`config.mk`:
```
export PLATFORM = sky130hd
export DESIGN_NAME = lst_timers
export DESIGN_NICKNAME = d
export VERILOG_FILES = /design/src/shared/lst_pkg.sv /design/src/rtl/lst_sense_latch.sv /design/src/rtl/lst_timers.sv
export SDC_FILE = /design/constraint.sdc
export NUM_CORES = 1
export LEC_CHECK = 0
export BUFFER_PORTS_ARGS = -buffer_cell sky130_fd_sc_hd__buf_2
export CAP_MARGIN = 20
export CORE_MARGIN = 8
export CORE_UTILIZATION = 63
export CTS_CLUSTER_DIAMETER = 50
export DETAILED_ROUTE_END_ITERATION = 10
export PLACE_DENSITY_LB_ADDON = 0.12
export SYNTH_ARGS = -nofsm -noshare
export SYNTH_HDL_FRONTEND = slang
export SYNTH_SLANG_ARGS = --single-unit
```
`constraint.sdc`:
```
create_clock -name sys_clk -period 3.2 [get_ports sys_clk]
set_input_delay 0.48 -clock sys_clk [delete_from_list [all_inputs] [get_ports sys_clk]]
set_output_delay 0.48 -clock sys_clk [all_outputs]
set_load 0.02 [all_outputs]
```
`src/shared/lst_pkg.sv`:
```
// constants, field layout and timing for the line state and link error timers
// assumes one 100 MHz clock and a byte-wide control bus decoded by address
package lst_pkg;
  localparam int ADDR_W = 5;
  localparam int DATA_W = 8;
  localparam int LS_W   = 3;
  // register addresses
  localparam logic [ADDR_W-1:0] A_NOISE_CNT  = 5'h0f;
  localparam logic [ADDR_W-1:0] A_NOISE_PRE  = 5'h10;
  localparam logic [ADDR_W-1:0] A_ST_START   = 5'h11;
  localparam logic [ADDR_W-1:0] A_SP_START   = 5'h12;
  localparam logic [ADDR_W-1:0] A_ST_CNT     = 5'h13;
  localparam logic [ADDR_W-1:0] A_SP_CNT     = 5'h14;
  localparam logic [ADDR_W-1:0] A_LE_START   = 5'h15;
  localparam logic [ADDR_W-1:0] A_LE_CNT     = 5'h16;
  localparam logic [ADDR_W-1:0] A_USER_IO    = 5'h17;
  // user_io_control field positions
  localparam int UIO_SB0 = 0;
  localparam int UIO_SB1 = 1;
  localparam int UIO_EB0 = 2;
  localparam int UIO_EB1 = 3;
  localparam int UIO_SB2 = 4;
  localparam int UIO_EB2 = 6;
  // reset values
  localparam logic [6:0] ST_START_RST = 7'h00;
  localparam logic [7:0] SP_START_RST = 8'h00;
  localparam logic [7:0] LE_START_RST = 8'h00;
  localparam logic [7:0] LE_CNT_RST   = 8'h00;
  localparam logic [2:0] ENABLE_RST   = 3'h0;
  // line state codes from the detector
  localparam logic [LS_W-1:0] LS_ACTIVE  = 3'h0;
  localparam logic [LS_W-1:0] LS_NOISE   = 3'h1;
  localparam logic [LS_W-1:0] LS_UNKNOWN = 3'h2;
  localparam logic [LS_W-1:0] LS_HALT    = 3'h3;
  localparam logic [LS_W-1:0] LS_IDLE    = 3'h4;
  localparam logic [LS_W-1:0] LS_MASTER  = 3'h5;
  localparam logic [LS_W-1:0] LS_QUIET   = 3'h6;
  localparam logic [LS_W-1:0] LS_NOSIG   = 3'h7;
  // timing
  localparam int CLK_PERIOD_NS = 10;
  localparam int SYMBOL_NS     = 80;
  localparam int SYM_CYC       = SYMBOL_NS / CLK_PERIOD_NS;
  localparam int DIV_W         = 3;
  localparam int SENSE_MIN_NS  = 80;
  localparam int SENSE_MIN_CYC =
    (SENSE_MIN_NS + CLK_PERIOD_NS - 1) / CLK_PERIOD_NS;
  localparam int SENSE_CNT_W   = 4;

  function automatic logic lst_timed(input logic [LS_W-1:0] ls);
    lst_timed = (ls == LS_HALT) || (ls == LS_IDLE) || (ls == LS_MASTER) ||
                (ls == LS_QUIET) || (ls == LS_NOSIG);
  endfunction
endpackage

```
`src/rtl/lst_sense_latch.sv`:
```
// sense pin synchronisers with minimum-width filter and sticky latch
// assumes sense pins are asynchronous and active high
`timescale 1ns/1ps
module lst_sense_latch
(
  // clock and reset
  input  wire logic       sys_clk,
  input  wire logic       rst_b,
  // pins and host control
  input  wire logic [2:0] sense_pin,
  input  wire logic [2:0] clear,
  input  wire logic [2:0] bit_enable,
  // results
  output logic      [2:0] sense,
  output logic      [2:0] new_latch
);
  import lst_pkg::*;

  genvar g;
  generate
    for (g = 0; g < 3; g++)
    begin : gen_bit
      logic                   meta_reg, sync_reg, hit_reg, hit_next;
      logic                   new_reg, new_next;
      logic [SENSE_CNT_W-1:0] cnt_reg, cnt_next;

      always_comb
      begin
        cnt_next = '0;
        if (sync_reg && bit_enable[g])
        begin
          cnt_next = cnt_reg;
          if (cnt_reg != SENSE_CNT_W'(SENSE_MIN_CYC))
            cnt_next = cnt_reg + SENSE_CNT_W'(1);
        end
        new_next = bit_enable[g] && !hit_reg && !new_reg &&
                   (cnt_reg == SENSE_CNT_W'(SENSE_MIN_CYC - 1)) && sync_reg;
        // set beats clear so a pin held through the clear is kept
        hit_next = hit_reg;
        if (clear[g])
          hit_next = 1'b0;
        if (new_next || (cnt_reg == SENSE_CNT_W'(SENSE_MIN_CYC)))
          hit_next = bit_enable[g];
      end

      always_ff @(posedge sys_clk)
      begin
        if (!rst_b)
        begin
          meta_reg <= 1'b0;
          sync_reg <= 1'b0;
          cnt_reg  <= '0;
          hit_reg  <= 1'b0;
          new_reg  <= 1'b0;
        end
        else
        begin
          meta_reg <= sense_pin[g];
          sync_reg <= meta_reg;
          cnt_reg  <= cnt_next;
          hit_reg  <= hit_next;
          new_reg  <= new_next;
        end
      end

      assign sense[g]     = hit_reg;
      assign new_latch[g] = new_reg;

      a_sense_sticky: assert property (@(posedge sys_clk) disable iff (!rst_b)
        hit_reg && !clear[g] |=> hit_reg)
        else $error("sense bit dropped without a clear");
    end
  endgenerate
endmodule

```
`src/rtl/lst_timers.sv`:
```
// state timer, link error monitor, snapshots and user io register
// assumes bus strobes, line state and link errors share sys_clk
`timescale 1ns/1ps
module lst_timers
#(
  parameter bit DUAL_PATH = 1'b1
)
(
  // clock and reset
  input  wire logic                       sys_clk,
  input  wire logic                       rst_b,
  // control bus
  input  wire logic                       cb_rd,
  input  wire logic                       cb_wr,
  input  wire logic [lst_pkg::ADDR_W-1:0] cb_addr,
  input  wire logic [lst_pkg::DATA_W-1:0] cb_wdata,
  output logic      [lst_pkg::DATA_W-1:0] cb_rdata,
  // line state detector and error strobe
  input  wire logic [lst_pkg::LS_W-1:0]   line_state,
  input  wire logic                       link_err,
  // noise timer values
  input  wire logic [6:0]                 noise_count,
  input  wire logic                       noise_change_detect,
  input  wire logic [7:0]                 noise_prescale,
  // events toward the interrupt condition register
  output logic                            write_reject_flag,
  output logic                            link_error_threshold_flag,
  output logic                            user_intr,
  // external user pins
  input  wire logic [2:0]                 sense_pin,
  output logic      [2:0]                 enable_pin
);
  import lst_pkg::*;

  // bus decode
  logic wr_st, wr_sp, wr_le, wr_uio, wr_ro;
  assign wr_st  = cb_wr && (cb_addr == A_ST_START);
  assign wr_sp  = cb_wr && (cb_addr == A_SP_START);
  assign wr_le  = cb_wr && (cb_addr == A_LE_START);
  assign wr_uio = cb_wr && (cb_addr == A_USER_IO);
  assign wr_ro  = cb_wr && ((cb_addr == A_NOISE_CNT) ||
                            (cb_addr == A_NOISE_PRE) ||
                            (cb_addr == A_ST_CNT) ||
                            (cb_addr == A_SP_CNT) ||
                            (cb_addr == A_LE_CNT));

  // symbol rate divider
  logic [DIV_W-1:0] div_reg, div_next;
  logic             tick;
  assign tick = (div_reg == DIV_W'(SYM_CYC - 1));

  always_comb
  begin
    div_next = tick ? '0 : div_reg + DIV_W'(1);
  end

  always_ff @(posedge sys_clk)
  begin
    if (!rst_b)
      div_reg <= '0;
    else
      div_reg <= div_next;
  end

  // state timer
  logic [6:0]      str_reg, str_next, st_reg, st_next;
  logic [7:0]      state_prescale_start_reg, state_prescale_start_next, sp_reg, sp_next;
  logic [LS_W-1:0] ls_prev_reg;
  logic            sc_det_reg, sc_det_next;
  logic            timed, ls_change, entry, both_zero, load_both;

  assign timed     = lst_timed(line_state);
  assign ls_change = (line_state != ls_prev_reg);
  assign entry     = ls_change && timed;
  assign both_zero = (st_reg == 7'h00) && (sp_reg == 8'h00);
  assign load_both = wr_st || wr_sp || entry || (tick && timed && both_zero);

  always_comb
  begin
    str_next    = str_reg;
    state_prescale_start_next   = state_prescale_start_reg;
    st_next     = st_reg;
    sp_next     = sp_reg;
    sc_det_next = sc_det_reg;
    if (wr_st)
      str_next = cb_wdata[6:0];
    if (wr_sp)
      state_prescale_start_next = cb_wdata;
    if (load_both)
    begin
      st_next = str_next;
      sp_next = state_prescale_start_next;
    end
    else if (tick && timed)
    begin
      if (sp_reg == 8'h00)
      begin
        sp_next = state_prescale_start_reg;
        st_next = st_reg - 7'h01;
      end
      else
        sp_next = sp_reg - 8'h01;
    end
    // otherwise active, noise and unknown leave the timer frozen
    if (cb_rd && (cb_addr == A_ST_CNT))
      sc_det_next = 1'b0;
    // a change in the read cycle survives the clear
    if (ls_change)
      sc_det_next = 1'b1;
  end

  always_ff @(posedge sys_clk)
  begin
    if (!rst_b)
    begin
      str_reg     <= ST_START_RST;
      state_prescale_start_reg    <= SP_START_RST;
      st_reg      <= ST_START_RST;
      sp_reg      <= SP_START_RST;
      ls_prev_reg <= LS_ACTIVE;
      sc_det_reg  <= 1'b0;
    end
    else
    begin
      str_reg     <= str_next;
      state_prescale_start_reg    <= state_prescale_start_next;
      st_reg      <= st_next;
      sp_reg      <= sp_next;
      ls_prev_reg <= line_state;
      sc_det_reg  <= sc_det_next;
    end
  end

  // link error monitor
  logic [7:0] link_error_start_reg, link_error_start_next, lem_reg, lem_next;
  logic       lem_flag_reg, lem_flag_next;

  always_comb
  begin
    link_error_start_next     = link_error_start_reg;
    lem_next      = lem_reg;
    lem_flag_next = 1'b0;
    if (wr_le)
    begin
      link_error_start_next = cb_wdata;
      lem_next  = cb_wdata;
    end
    else if (link_err)
    begin
      // counting to zero and an idle zero both end in a reload
      if (lem_reg <= 8'h01)
      begin
        lem_next      = link_error_start_reg;
        lem_flag_next = 1'b1;
      end
      else
        lem_next = lem_reg - 8'h01;
    end
  end

  always_ff @(posedge sys_clk)
  begin
    if (!rst_b)
    begin
      link_error_start_reg     <= LE_START_RST;
      lem_reg      <= LE_CNT_RST;
      lem_flag_reg <= 1'b0;
    end
    else
    begin
      link_error_start_reg     <= link_error_start_next;
      lem_reg      <= lem_next;
      lem_flag_reg <= lem_flag_next;
    end
  end

  // user io register
  logic [2:0] eb_reg, eb_next, sense, new_latch, sense_clr, bit_en;
  logic       uintr_reg, uintr_next, rej_reg, rej_next;

  // the third pair is dead on single path parts
  assign bit_en    = {DUAL_PATH, 2'b11};
  assign sense_clr = {3{wr_uio}} & ~{cb_wdata[UIO_SB2], cb_wdata[UIO_SB1],
                                     cb_wdata[UIO_SB0]};

  lst_sense_latch u_sense
  (
    .sys_clk    (sys_clk),
    .rst_b      (rst_b),
    .sense_pin  (sense_pin),
    .clear      (sense_clr),
    .bit_enable (bit_en),
    .sense      (sense),
    .new_latch  (new_latch)
  );

  always_comb
  begin
    eb_next = eb_reg;
    if (wr_uio)
      eb_next = {cb_wdata[UIO_EB2], cb_wdata[UIO_EB1], cb_wdata[UIO_EB0]};
    eb_next    = eb_next & bit_en;
    uintr_next = |new_latch;
    rej_next   = wr_ro;
  end

  always_ff @(posedge sys_clk)
  begin
    if (!rst_b)
    begin
      eb_reg    <= ENABLE_RST;
      uintr_reg <= 1'b0;
      rej_reg   <= 1'b0;
    end
    else
    begin
      eb_reg    <= eb_next;
      uintr_reg <= uintr_next;
      rej_reg   <= rej_next;
    end
  end

  assign enable_pin                = eb_reg;
  assign user_intr                 = uintr_reg;
  assign write_reject_flag         = rej_reg;
  assign link_error_threshold_flag = lem_flag_reg;

  // read data, captured from live values in the read cycle
  logic [DATA_W-1:0] rdata_reg, rdata_next;

  always_comb
  begin
    rdata_next = rdata_reg;
    if (cb_rd)
    begin
      unique case (cb_addr)
        A_NOISE_CNT: rdata_next = {noise_change_detect, noise_count};
        A_NOISE_PRE: rdata_next = noise_prescale;
        A_ST_START:  rdata_next = {1'b0, str_reg};
        A_SP_START:  rdata_next = state_prescale_start_reg;
        A_ST_CNT:    rdata_next = {sc_det_reg, st_reg};
        A_SP_CNT:    rdata_next = sp_reg;
        A_LE_START:  rdata_next = link_error_start_reg;
        A_LE_CNT:    rdata_next = lem_reg;
        A_USER_IO:   rdata_next = {1'b0, eb_reg[2], 1'b0, sense[2],
                                   eb_reg[1], eb_reg[0], sense[1], sense[0]};
        default:     rdata_next = 8'h00;
      endcase
    end
  end
  // and place count low and change detect in bit 7 above

  always_ff @(posedge sys_clk)
  begin
    if (!rst_b)
      rdata_reg <= 8'h00;
    else
      rdata_reg <= rdata_next;
  end

  assign cb_rdata = rdata_reg;

  a_reject_on_ro: assert property (@(posedge sys_clk) disable iff (!rst_b)
    wr_ro && !link_err |=> write_reject_flag && $stable(lem_reg))
    else $error("snapshot write not rejected");

  a_str_top_zero: assert property (@(posedge sys_clk) disable iff (!rst_b)
    cb_rd && (cb_addr == A_ST_START) |=> !cb_rdata[7])
    else $error("state threshold bit 7 not zero");

  a_write_loads_both: assert property (@(posedge sys_clk) disable iff (!rst_b)
    wr_sp && !wr_st |=> (sp_reg == $past(cb_wdata)) && (st_reg == str_reg))
    else $error("threshold write did not load both");

  a_freeze_untimed: assert property (@(posedge sys_clk) disable iff (!rst_b)
    !timed && !wr_st && !wr_sp |=> $stable(st_reg) && $stable(sp_reg))
    else $error("state timer moved in untimed state");

  a_prescale_step: assert property (@(posedge sys_clk) disable iff (!rst_b)
    tick && timed && !ls_change && !wr_st && !wr_sp && (sp_reg != 8'h00)
    |=> (sp_reg == $past(sp_reg) - 8'h01) && $stable(st_reg))
    else $error("prescaler did not step");

  a_entry_reload: assert property (@(posedge sys_clk) disable iff (!rst_b)
    entry && !wr_st && !wr_sp |=> (st_reg == str_reg) && (sp_reg == state_prescale_start_reg))
    else $error("entry did not reload timers");

  a_tick_spacing: assert property (@(posedge sys_clk) disable iff (!rst_b)
    tick |=> !tick [*7] ##1 tick)
    else $error("symbol tick spacing wrong");

  a_lem_load: assert property (@(posedge sys_clk) disable iff (!rst_b)
    wr_le |=> (lem_reg == $past(cb_wdata)) && !link_error_threshold_flag)
    else $error("threshold write did not load counter");

  a_lem_wrap: assert property (@(posedge sys_clk) disable iff (!rst_b)
    link_err && !wr_le && (lem_reg == 8'h01)
    |=> link_error_threshold_flag && (lem_reg == link_error_start_reg))
    else $error("link error wrap missing");

  a_lem_reset: assert property (@(posedge sys_clk)
    !rst_b |=> (lem_reg == 8'h00) && !link_error_threshold_flag)
    else $error("link error counter not cleared by reset");

  a_enable_drive: assert property (@(posedge sys_clk) disable iff (!rst_b)
    wr_uio |=> enable_pin[0] == $past(cb_wdata[UIO_EB0]))
    else $error("enable pin not following write");
endmodule

```
==> results by group <==
Timing
  – Slew HR: 0.367
  – Final TNS setup: 0 ns
  – PnR worst setup slack: 0.754 ns
  – Crit path time final: 2.45 ns
  – Final hold slack: 0.311 ns
  – Clk_skew: 0.0120 ns
  – Final count of pins violating max slew: 0
  – Peak Freq: 409 MHz
  – Worst Max-Slew Pin Slew: 0.949 ns
  – Final hold vios: 0
  – Fin crit share: 0.764
  – Final setup fails: 0
  – RSZ-0062 raised after global routing: no

Synth
  – Main combinational cell family by area after synthesis: simple AND/OR/NAND/NOR gates
  – Ys Warns: 0
  – Syn_area_per_cell: 8.63 um2
  – Post-Synth Simple-Gate Area: 0.238
  – Sequential share of the synthesized area: 0.380
  – Post-synth EDFFs: 0
  – Post-synthesis compound-gate area fraction: 0.215
  – Post-Synth XOR/XNOR Area: 0.0219
  – Syn Nets: 609
  – #FFs+latches synth: 91
  – Synth top area cells: dfxtp_1 (38%), a21oi_1 (4.6%), mux2i_1 (4.6%), nor2_1 (4.5%), nand2_1 (3.7%)
  – Post-Synth Adder-Cell Area: 0.0366
  – Mapped Area: 4790 um2
  – Post-synthesis cell count: 555
  – Synth area leader: dfxtp_1
  – Ys async rst share: 0
  – Multiplexer area fraction after synthesis: 0.0695
  – Synth Flop Type: dfxtp_1
  – Post-synth top area share: 0.380
  – Cell variety after synth: 73

Detailed routing
  – WL per Instance: 18.8 um
  – Detail Route Antenna Nets: 0
  – Vias/cell: 6.34
  – Initial DRC count: 299
  – DRT Pass-1 Iters: 5
  – DR vias: 4489
  – Post-Route WL: 13300 um
  – Post-route DRC: 0

Cells and area
  – ANT cells: 0
  – Layout cells sized above 1: 0.162
  – Max reg flops: 12
  – P&R area growth vs syn: 11.0%
  – Nets@finish: 655

Placed design
  – DP Worst Slack: 0.786 ns
  – Port Buf Inserts: 53
  – Detail Placement HPWL: 10000 um
  – GPL Wtd Cong: 0.983

Worst hold path
  – Hold crit path type: primary input to register
  – Hold_sp: sense_pin[0]

CTS
  – Clock-pin slew on the worst setup and hold paths: 0.10 ns
  – Total CTS buffers: 9
  – Bufs on Longest Clock Path: 2
  – H-Tree Level Count: 3
  – Clk_lat worst skew: 0.37 ns
  – CTS tree: yes
  – Root Driver: clkbuf_8
  – Post-CTS Setup Repair Bufs: 0
  – Post-CTS Hold Fix Bufs: 0
  – Post-CTS Resized: 0
  – Clock sink total: 91

GRT
  – Number of global-route vias before repair: 4312
  – Initial antenna violation count: 0
  – First-pass GRT wire length: 21400 um
  – GR Util All Layers: 0.259
  – Gr ovfl total: 0
  – Largest net degree at the start of global routing: 30

Die
  – Die X: 103 um
  – Num ports: 54
  – Core ar.: 7530 um2
  – Die height: 103 um
  – Starting Density: 0.637
  – Core Rows: 32
  – DIE AREA: 10700 um2

Power
  – PwrDens: 512 nW/um2
  – Worst VDD drop: 319 uV
  – Leakage: 2.00 nW

Worst setup path
  – CP Capture Type: register
  – CP Data Required Time: 3.41 ns
  – Worst R2R Start: sp_reg[0]
  – Worst Setup SP: sp_reg[0]
  – Startpoint Class: register
  – Critical path class: register to register
  – Worst-path fanout max: 12
  – CP Data Arrival Time: 2.65 ns

Run
  – Max Cap Violations: 0

Run status
  – Status: finished clean
## area by class of cell
cell class	count	area, um2
multi-input cells	419	2790
repair buffers	59	310
fillers	647	2210
flip-flops and latches	91	1820
inverters	21	78.8
clock inverters	7	71.3
well taps	102	128
clock buffers	9	124
## per-stage QoR
stage                     power, W   util  instances  instance area [um2]
after floorplan            0.00180      -        555                 4790
after global placement     0.00195  0.681        692                 5120
after detailed placement   0.00197  0.681        692                 5120
after CTS                  0.00272  0.707        708                 5320
after global routing       0.00286  0.707        708                 5320
final                      0.00273  0.707        708                 5320
## cells in the final DEF (no fill, tap or decap), types with 4 or more instances in the layout
cell	instances
xnor2_1	6
nor2b_1	9
dfxtp_1	91
inv_1	21
nand3_1	11
nand4_1	4
a211oi_1	8
buf_2	53
and2_1	12
o21ai_0	18
nand2b_1	10
or3_1	5
and3_1	8
buf_4	6
ha_1	14
a22oi_1	16
o2bb2ai_1	7
nor3_1	20
a31oi_1	5
nand2_1	47
xor2_1	6
mux2i_1	22
a31o_2	5
nand3b_1	7
o211a_1	4
mux4_2	5
o21a_1	5
nor2_1	58
a21oi_1	44
clkbuf_8	9
## critical path: stages (launching register included)
cell and delay, ns:
dfxtp_1 0.35, inv_1 0.15, ha_1 0.24, or4b_1 0.62, nor4_4 0.38, nand2_2 0.16
nand2_2 0.27, a211oi_1 0.12
## cells in the mapped netlist (4+ instances only)
cell,count
a211oi_1,8
ha_1,14
o21ai_0,18
or3_1,5
xnor2_1,6
buf_1,4
dfxtp_1,91
a22oi_1,16
o2bb2ai_1,7
nand3_1,11
a31oi_1,5
nor3_1,20
o211a_1,4
nor2_1,58
and2_1,12
a31o_2,5
nand2_1,47
and3_1,8
mux2i_1,22
clkbuf_1,13
nand3b_1,7
o21a_1,5
inv_1,21
xor2_1,6
nand2b_1,10
a21oi_1,44
nand4_1,4
mux4_2,5
buf_2,6
nor2b_1,9
## power by group
part           internal (W)  switching (W)  total (W)
Combinational      0.000275       0.000397   0.000672
Sequential          0.00120      0.0000983    0.00129
Clock              0.000304       0.000455   0.000759
## path summary, 6_finish.rpt
check                                end  slack, ns  cells past startpoint
max reg2reg                    sp_reg[3]       0.75                      7
max                            sp_reg[3]       0.75                      7
min reg2reg                   div_reg[0]       0.44                      1
min          u_sense.gen_bit[0].meta_reg       0.31                      2
## logic make-up after synthesis
logic type / Yosys count
AND/OR/NAND/NOR: 215
XOR/XNOR: 12
flip-flops: 91
buffers and inverters: 45
adder cells (fa/ha/maj): 14
multiplexers: 27
AO/OA/AOI/OAI: 151
## layer usage
layer,wire [um],global-route usage,up-vias
li1,-,-,2122
met1,5420,0.333,2111
met2,6150,0.421,224
met3,1400,0.0408,32
met4,337,0.111,0
met5,0,0,-
Power figures use the tool's default switching activity.
